===== config.mk =====
export PLATFORM = sky130hd
export DESIGN_NAME = phli_top
export DESIGN_NICKNAME = d
export VERILOG_FILES = /design/src/phli_pkg.sv /design/src/phli_sync.sv /design/src/phli_clkgen.sv /design/src/phli_top.sv
export VERILOG_INCLUDE_DIRS = /design/src /design/src/src
export SDC_FILE = /design/constraint.sdc
export NUM_CORES = 1
export LEC_CHECK = 0
export ABC_AREA = 1
export BUFFER_PORTS_ARGS = -buffer_cell sky130_fd_sc_hd__buf_2
export CAP_MARGIN = 20
export CORE_MARGIN = 10
export CORE_UTILIZATION = 50
export CTS_BUF_LIST = sky130_fd_sc_hd__clkbuf_8
export DETAILED_ROUTE_END_ITERATION = 10
export HOLD_SLACK_MARGIN = 0.03
export PLACE_DENSITY = 0.67
export RECOVER_POWER = 25
export SLEW_MARGIN = 15
export SYNTH_ARGS = -nofsm -noshare
export SYNTH_HDL_FRONTEND = slang
export SYNTH_SLANG_ARGS = --single-unit
export TNS_END_PERCENT = 50

===== constraint.sdc =====
create_clock -name clk -period 2.2 [get_ports clk]
set_input_delay 0.22 -clock clk [delete_from_list [all_inputs] [get_ports clk]]
set_output_delay 0.22 -clock clk [all_outputs]
set_load 0.01 [all_outputs]

===== src/phli_consts.svh =====
// named constants for the link interface start-up block
// assumes a 125 MHz core clock and an 8-bit data path
`ifndef PHLI_CONSTS_SVH
`define PHLI_CONSTS_SVH

// core clock period in ns
`define PHLI_CLK_PERIOD_NS 8
// restore wait the link side keeps before raising power status, in us
`define PHLI_RESTORE_WAIT_US 15
// clock wake time from low power, in ns (5.3 ms .. 7.3 ms)
`define PHLI_WAKE_MIN_NS 5300000
`define PHLI_WAKE_MAX_NS 7300000
// longest clock restart time when not in low power, in ns
`define PHLI_FAST_MAX_NS 60
// derived cycle counts: least time rounds up, longest rounds down
`define PHLI_WAKE_MIN_CYC ((`PHLI_WAKE_MIN_NS + `PHLI_CLK_PERIOD_NS - 1) / `PHLI_CLK_PERIOD_NS)
`define PHLI_FAST_MAX_CYC (`PHLI_FAST_MAX_NS / `PHLI_CLK_PERIOD_NS)
// wake counter width
`define PHLI_WAKE_W 20
// phase accumulator for the 49.152 MHz interface clock
// increment = 2 * 49.152 / 125 * 2^24, one carry per half period
`define PHLI_ACC_W 24
`define PHLI_ACC_INC 24'hC9539C
// interface clock cycle numbers in the start-up sequence
`define PHLI_CYC_W 4
`define PHLI_CYC_LOW 4'h1
`define PHLI_CYC_RECV 4'h8
// control line codes and data patterns
`define PHLI_CTL_IDLE 2'h0
`define PHLI_CTL_RECV 2'h1
`define PHLI_DATA_ZERO 8'h00
`define PHLI_DATA_ONES 8'hFF
// number of pins that pass the synchroniser
`define PHLI_SYNC_W 3

`endif


===== src/phli_pkg.sv =====
// types shared by the link interface start-up block
// assumes phli_consts.svh is on the include path
`include "phli_consts.svh"

package phli_pkg;

  // control and data lines toward the link controller
  typedef struct packed {
    logic [1:0] ctl;
    logic [7:0] data;
  } phli_bus_t;

  // pins sampled from outside the clock domain
  typedef struct packed {
    logic power;
    logic request;
    logic iso;
  } phli_pins_t;

  // start-up sequencer states
  typedef enum logic [3:0] {
    PHLI_S_RESET = 4'h1,
    PHLI_S_WAKE = 4'h2,
    PHLI_S_INIT = 4'h4,
    PHLI_S_RUN = 4'h8
  } phli_state_t;

endpackage


===== src/phli_sync.sv =====
// two flip-flop synchroniser for the asynchronous link pins
// assumes the pins are quasi-static against the 8 ns core clock
`timescale 1ns/1ps
`include "phli_consts.svh"

module phli_sync
  import phli_pkg::*;
(
  input wire logic clk, // core clock
  input wire logic rst, // synchronous reset, active high
  input wire phli_pins_t pins_in, // raw pin levels
  output phli_pins_t pins_out // synchronised levels
);

  phli_pins_t stage1_reg;
  phli_pins_t stage1_next;
  phli_pins_t stage2_reg;
  phli_pins_t stage2_next;

  // first stage feeds only the second
  always_comb begin
    stage1_next = pins_in;
    stage2_next = stage1_reg;
  end

  // register both stages
  always_ff @(posedge clk) begin
    if (rst) begin
      stage1_reg <= '0;
      stage2_reg <= '0;
    end else begin
      stage1_reg <= stage1_next;
      stage2_reg <= stage2_next;
    end
  end

  assign pins_out = stage2_reg;

endmodule


===== src/phli_clkgen.sv =====
// interface clock generator from a phase accumulator
// assumes run is a registered level from the sequencer on the same clock
`timescale 1ns/1ps
`include "phli_consts.svh"

module phli_clkgen (
  input wire logic clk, // core clock
  input wire logic rst, // synchronous reset, active high
  input wire logic run, // keep the interface clock toggling
  output logic clk_level, // interface clock level
  output logic rise // one-cycle pulse on each rising edge
);

  logic [`PHLI_ACC_W-1:0] acc_reg;
  logic [`PHLI_ACC_W-1:0] acc_next;
  logic level_reg;
  logic level_next;
  logic rise_reg;
  logic rise_next;
  logic [`PHLI_ACC_W:0] sum;

  // carry out of the accumulator marks each half period
  always_comb begin
    sum = {1'b0, acc_reg} + {1'b0, `PHLI_ACC_INC};
    acc_next = acc_reg;
    level_next = level_reg;
    rise_next = 1'b0;
    if (!run) begin
      acc_next = '0;
      level_next = 1'b0;
    end else begin
      acc_next = sum[`PHLI_ACC_W-1:0];
      if (sum[`PHLI_ACC_W]) begin
        level_next = !level_reg; // starts low for a half period
        rise_next = !level_reg;
      end
    end
  end

  // register accumulator and clock level
  always_ff @(posedge clk) begin
    if (rst) begin
      acc_reg <= '0;
      level_reg <= 1'b0;
      rise_reg <= 1'b0;
    end else begin
      acc_reg <= acc_next;
      level_reg <= level_next;
      rise_reg <= rise_next;
    end
  end

  assign clk_level = level_reg;
  assign rise = rise_reg;

endmodule


===== src/phli_top.sv =====
// start-up sequencer of the parallel link interface, device end
// assumes the reset/disable logic drives the two request levels on this clock
`timescale 1ns/1ps
`include "phli_consts.svh"

module phli_top
  import phli_pkg::*;
#(
  parameter int WAKE_CYCLES = `PHLI_WAKE_MIN_CYC // low-power clock wake delay
) (
  input wire logic clk, // core clock, 125 MHz
  input wire logic rst, // synchronous reset, active high
  input wire logic link_power_status, // power status pin from link side
  input wire logic link_request_line, // request pin from link side
  input wire logic iso_select, // isolation select pin, high = non-differentiated
  input wire logic phy_low_power, // device sits in its low-power state
  input wire logic iface_reset_req, // hold the interface in reset
  input wire logic iface_disable_req, // stop the interface clock
  output logic interface_clock_out, // interface clock level
  output logic interface_clock_oe, // interface clock driven
  output phli_bus_t interface_bus_out, // control and data line levels
  output logic interface_bus_oe, // control and data lines driven
  output logic init_done, // start-up complete, requests accepted
  output logic link_request // accepted request line level
);

  phli_pins_t pins_raw;
  phli_pins_t pins_sync;
  phli_state_t state_reg;
  phli_state_t state_next;
  logic run_reg;
  logic run_next;
  logic power_d_reg;
  logic power_d_next;
  logic [`PHLI_WAKE_W-1:0] wake_cnt_reg;
  logic [`PHLI_WAKE_W-1:0] wake_cnt_next;
  logic [`PHLI_CYC_W-1:0] cyc_reg;
  logic [`PHLI_CYC_W-1:0] cyc_next;
  logic [`PHLI_CYC_W-1:0] cyc_inc;
  phli_bus_t bus_reg;
  phli_bus_t bus_next;
  logic bus_oe_reg;
  logic bus_oe_next;
  logic clk_oe_reg;
  logic clk_oe_next;
  logic done_reg;
  logic done_next;
  logic req_reg;
  logic req_next;
  logic power_rise;
  logic non_diff;
  logic clk_level;
  logic clk_rise;

  // builds the word shown on control and data lines
  function automatic phli_bus_t phli_word(input logic [1:0] ctl, input logic [7:0] data);
    phli_word.ctl = ctl;
    phli_word.data = data;
  endfunction

  // asynchronous pins pass two flip-flops first
  always_comb begin
    pins_raw.power = link_power_status;
    pins_raw.request = link_request_line;
    pins_raw.iso = iso_select;
  end

  phli_sync u_sync (
    .clk(clk),
    .rst(rst),
    .pins_in(pins_raw),
    .pins_out(pins_sync)
  );

  phli_clkgen u_clkgen (
    .clk(clk),
    .rst(rst),
    .run(run_reg),
    .clk_level(clk_level),
    .rise(clk_rise)
  );

  // mode select and power status edge
  assign non_diff = pins_sync.iso;
  assign power_rise = pins_sync.power && !power_d_reg;
  assign cyc_inc = cyc_reg + `PHLI_CYC_W'(1);

  // sequencer next state and line values
  always_comb begin
    state_next = state_reg;
    run_next = run_reg;
    power_d_next = pins_sync.power;
    wake_cnt_next = wake_cnt_reg;
    cyc_next = cyc_reg;
    bus_next = bus_reg;
    bus_oe_next = bus_oe_reg;
    done_next = done_reg;
    case (state_reg)
      PHLI_S_RESET: begin
        // lines low; differentiated mode leaves them floating
        bus_next = phli_word(`PHLI_CTL_IDLE, `PHLI_DATA_ZERO);
        bus_oe_next = non_diff;
        done_next = 1'b0;
        cyc_next = '0;
        wake_cnt_next = '0;
        if (iface_disable_req) begin
          run_next = 1'b0;
        end
        if (power_rise) begin
          // wake delay only if disabled and in low power; reset only skips it
          if (!run_reg && phy_low_power) begin
            state_next = PHLI_S_WAKE;
          end else begin
            run_next = 1'b1; // first clock rise comes three cycles after the synchronised pin goes high
            state_next = PHLI_S_INIT;
          end
        end
      end
      PHLI_S_WAKE: begin
        bus_oe_next = non_diff;
        wake_cnt_next = wake_cnt_reg + `PHLI_WAKE_W'(1);
        if (!pins_sync.power) begin
          state_next = PHLI_S_RESET;
        end else if (wake_cnt_reg == `PHLI_WAKE_W'(WAKE_CYCLES - 1)) begin
          run_next = 1'b1;
          state_next = PHLI_S_INIT;
        end
      end
      PHLI_S_INIT: begin
        if (iface_reset_req) begin
          state_next = PHLI_S_RESET;
        end else if (clk_rise) begin
          cyc_next = cyc_inc;
          if (cyc_inc == `PHLI_CYC_LOW) begin
            bus_next = phli_word(`PHLI_CTL_IDLE, `PHLI_DATA_ZERO);
            bus_oe_next = 1'b1;
          end else if (cyc_inc < `PHLI_CYC_RECV) begin
            bus_next = phli_word(`PHLI_CTL_IDLE, `PHLI_DATA_ZERO);
            bus_oe_next = non_diff;
          end else if (cyc_inc == `PHLI_CYC_RECV) begin
            bus_next = phli_word(`PHLI_CTL_RECV, `PHLI_DATA_ONES);
            bus_oe_next = 1'b1;
          end else begin
            bus_next = phli_word(`PHLI_CTL_IDLE, `PHLI_DATA_ZERO);
            bus_oe_next = 1'b1;
            done_next = 1'b1;
            state_next = PHLI_S_RUN;
          end
        end
      end
      PHLI_S_RUN: begin
        if (iface_reset_req) begin
          done_next = 1'b0;
          state_next = PHLI_S_RESET;
        end else if (clk_rise && !non_diff) begin
          bus_oe_next = 1'b0; // release after one driven cycle
        end
      end
      default: begin
        state_next = PHLI_S_RESET;
      end
    endcase
    // differentiated mode floats a stopped clock, the other mode drives it low
    clk_oe_next = non_diff || run_next;
    // requests only pass once start-up is complete
    req_next = pins_sync.request && done_next;
  end

  // register sequencer state; hardware reset leaves the interface disabled
  always_ff @(posedge clk) begin
    if (rst) begin
      state_reg <= PHLI_S_RESET;
      run_reg <= 1'b0;
      power_d_reg <= 1'b0;
      wake_cnt_reg <= '0;
      cyc_reg <= '0;
      bus_reg <= '0;
      bus_oe_reg <= 1'b0;
      clk_oe_reg <= 1'b0;
      done_reg <= 1'b0;
      req_reg <= 1'b0;
    end else begin
      state_reg <= state_next;
      run_reg <= run_next;
      power_d_reg <= power_d_next;
      wake_cnt_reg <= wake_cnt_next;
      cyc_reg <= cyc_next;
      bus_reg <= bus_next;
      bus_oe_reg <= bus_oe_next;
      clk_oe_reg <= clk_oe_next;
      done_reg <= done_next;
      req_reg <= req_next;
    end
  end

  // outputs come from flip-flops
  assign interface_clock_out = clk_level;
  assign interface_clock_oe = clk_oe_reg;
  assign interface_bus_out = bus_reg;
  assign interface_bus_oe = bus_oe_reg;
  assign init_done = done_reg;
  assign link_request = req_reg;

endmodule


==> impl_results.md <==
- Routed Antenna Nets: 0
- DRT iter0 DRCs: 157
- Async S/R FF share, synth: 0%
- Post-synth EDFFs: 0
- Placed Area: around 3900 um2
- Row Count: 31
- I/O Pins: 23
- # setup viols final: 0
- Clock Latency Late Sink: about 0.34 ns
- DRC: 0
- Hold Buf Count CTS: 0
- First-pass GRT wire length: between 15 and 20 mm
- Routability Congestion: ~0.90
- CP cell instances: clkbuf_1, clkbuf_1, inv_1, nand3_1, inv_1
- Register area share after synthesis: between 30% and 40%
- Tmin final: 1.781 ns
- Clock Path Buffers: 2
- Final Hold Vio Count: 0
- DRT Pass-1 Iters: 4
- Synthesized area: 3722 um2
- Slowest CP cell: clkbuf_1
- Total Nets Final: ~620
- Slew margin rel.: between 30% and 40%
- Crit Path Class: in -> reg
- CTS tree: yes
- Clock sink count: 65
- Cell taking the most area after synthesis: dfxtp_1
- Leakage power figure: between 1.5 and 2 nW
- Slew @ Worst Pin: 0.9228 ns
- Area grow syn2layout: 8.235%
- Mean Syn Cell Area: around 6.3 um2
- Overflow after GRT: 0
- Achievable Freq: approximately 560 MHz
- Critical Path AT: about 2.0 ns
- Post-Route Skew: 0.007991 ns
- Final period utilization: 80.93%
- Most used flip-flop cell after synthesis: dfxtp_1
- Vias in the first global route: 3,403
- Largest stage delay on the critical path: roughly 0.7 ns
- Syn nets: 600
- Initial Utilization: between 50 and 60%
- CP delay by family, top: buffers and inverters
- PwrDens: between 700 and 800 nW/um2
- Worst Path Required: between 2 and 2.5 ns
- Largest cells by area after synthesis: dfxtp_1 (35%), nand2_1 (15%), nor2_1 (9.3%)
- Chip width: about 110 um
- Post-Synthesis Cells: roughly 590
- Root Driver: clkbuf_8
- Post-CTS Setup Bufs: 0
- Synth top area share: between 30% and 40%
- Post-detail-place hpwl: between 6 and 7 mm
- RSZ-0062 raised after global routing: no
- Seq cells post-synth: 65
- Layout cells sized above 1: between 8 and 9%
- Status: completed
- Clk slew on worst S/H paths: 0.07 ns
- Fin area: slightly above 4000 um2
- Worst min-delay path class: in -> reg
- H-tree levels: 3
- Core area: about 7300 um2
- IO buf count: 21
- Worst setup EP type: register
- Vias per cell: between 5 and 6
- DR vias: 3,555
- Die ar.: 11,300 um2
- Yosys warns: 0
- Startpoint types: input pin
- WHS: approximately 0.086 ns
- Largest net degree at the start of global routing: 24
- VDD IR max: slightly below 0.0004 V
- Detailed Route WL: between 8 and 9 mm
- Worst-path maximum fanout: 23
- Num CTS Buffers: 9
- Total of cells resized after clock tree synthesis: 0
- # Max-Cap Violations: 0
- Buf/Inv on CP: 4
- Die height: about 110 um
- Largest register FFs: 22
- Avg WL per Cell: about 12 um
- Initial antenna violation count: 0
- Diodes inserted: 0
- Total of fill cells in the finished design: about 740
- Post-synth cell types: 40
- GRT Util Overall: approximately 16%
- Slew Viols, Final: 0
- Total negative slack: 0 ns
[cells in the mapped netlist (2+ instances only)]
cell type and n:
a21oi_1 36, nand2_2 4, and2_1 2, nand3b_1 2, dfxtp_1 65, buf_4 10
nand3_2 2, ha_1 5, buf_2 4, o22ai_1 2, nor3_1 2, nand2_1 145
nand4_1 14, o21ai_0 35, nor2_2 2, a21boi_0 2, nand3_1 46, inv_1 78
o21ai_1 6, a22oi_1 3, inv_2 8, nor2_4 5, nor2_1 92
[power breakdown]
group	switching, W	internal [W]	total [W]
registers	0.0000698	0.00124	0.00131
clock network	0.000483	0.000546	0.00103
logic	0.000613	0.000235	0.000848
total	0.00117	0.00202	0.00318
[worst register-to-register path, cell delays in order, from the launching register on]
cell and delay, ns:
dfxtp_1 0.31, inv_1 0.05, nor2_1 0.70, inv_1 0.29, nor2_1 0.16, nand2_1 0.07, o21ai_0 0.07
[path summary, 6_finish.rpt]
check	from	to	slack [ns]	cells after the start
worst min-delay path	link_request_line	u_sync.stage1_reg[1]	0.09	3
worst max-delay path	rst	init_done	0.42	5
worst min register to register	u_sync.stage1_reg[1]	u_sync.pins_out[1]	0.41	2
worst max register to register	run_reg	u_clkgen.clk_level	0.47	6
[cell type report]
class                   instances  area (um2)  area share (%)
clock buffers                  10       137.6           3.416
clock inverters                 6       58.81           1.460
inverters                      87       326.6           8.106
multi-input cells             418        1981           49.16
flip-flops and latches         65        1301           32.30
well taps                      99       123.9           3.075
repair buffers                 23       100.1           2.484
[placed cells by master (no fill, tap or decap), types with 3 or more instances in the layout]
cell      count
a21oi_1      36
a22oi_1       3
buf_2         8
clkbuf_1     14
clkbuf_8     10
dfxtp_1      65
ha_1          5
inv_1        79
inv_2         8
nand2_1     145
nand2_2       4
nand3_1      46
nand4_1      14
nor2_1       92
nor2_4        5
o21ai_0      35
o21ai_1       6
[metrics by stage]
| step | utilization (%) | worst slack [ns] | cells | total power [W] |
|---|---|---|---|---|
| 6_report | 55.55 | 0.4195 | 708 | 0.003184 |
| 5_1_grt | 55.55 | 0.2168 | 708 | 0.003389 |
| 4_1_cts | 55.82 | 0.4654 | 708 | 0.003219 |
| 3_5_place_dp | 53.11 | 0.4679 | 692 | 0.002186 |
| 3_3_place_gp | 53.11 | 0.5297 | 692 | 0.002181 |
| 2_1_floorplan | - | 0.8301 | 587 | 0.001987 |
[layer usage]
layer / wire, um / part of all wire (%) / track usage [%]
met1: 4098 / 48 / 19.05
met2: 4011 / 47 / 26.50
met3: 343 / 4.0 / 4.589
met4: 119 / 1.4 / 5.803
met5: 0 / 0 / 0
[kinds of logic (layout without fill, tap and decap cells)]
logic type	after synthesis	after routing	share of synthesized area, %
other cells	1	1	0.1007
flops	65	65	34.96
simple gates	321	321	38.02
buf+inv	104	126	11.83
fa+ha+maj	5	5	1.681
compound gates	91	91	13.41
Note: power is estimated with default switching activity, not from simulation.
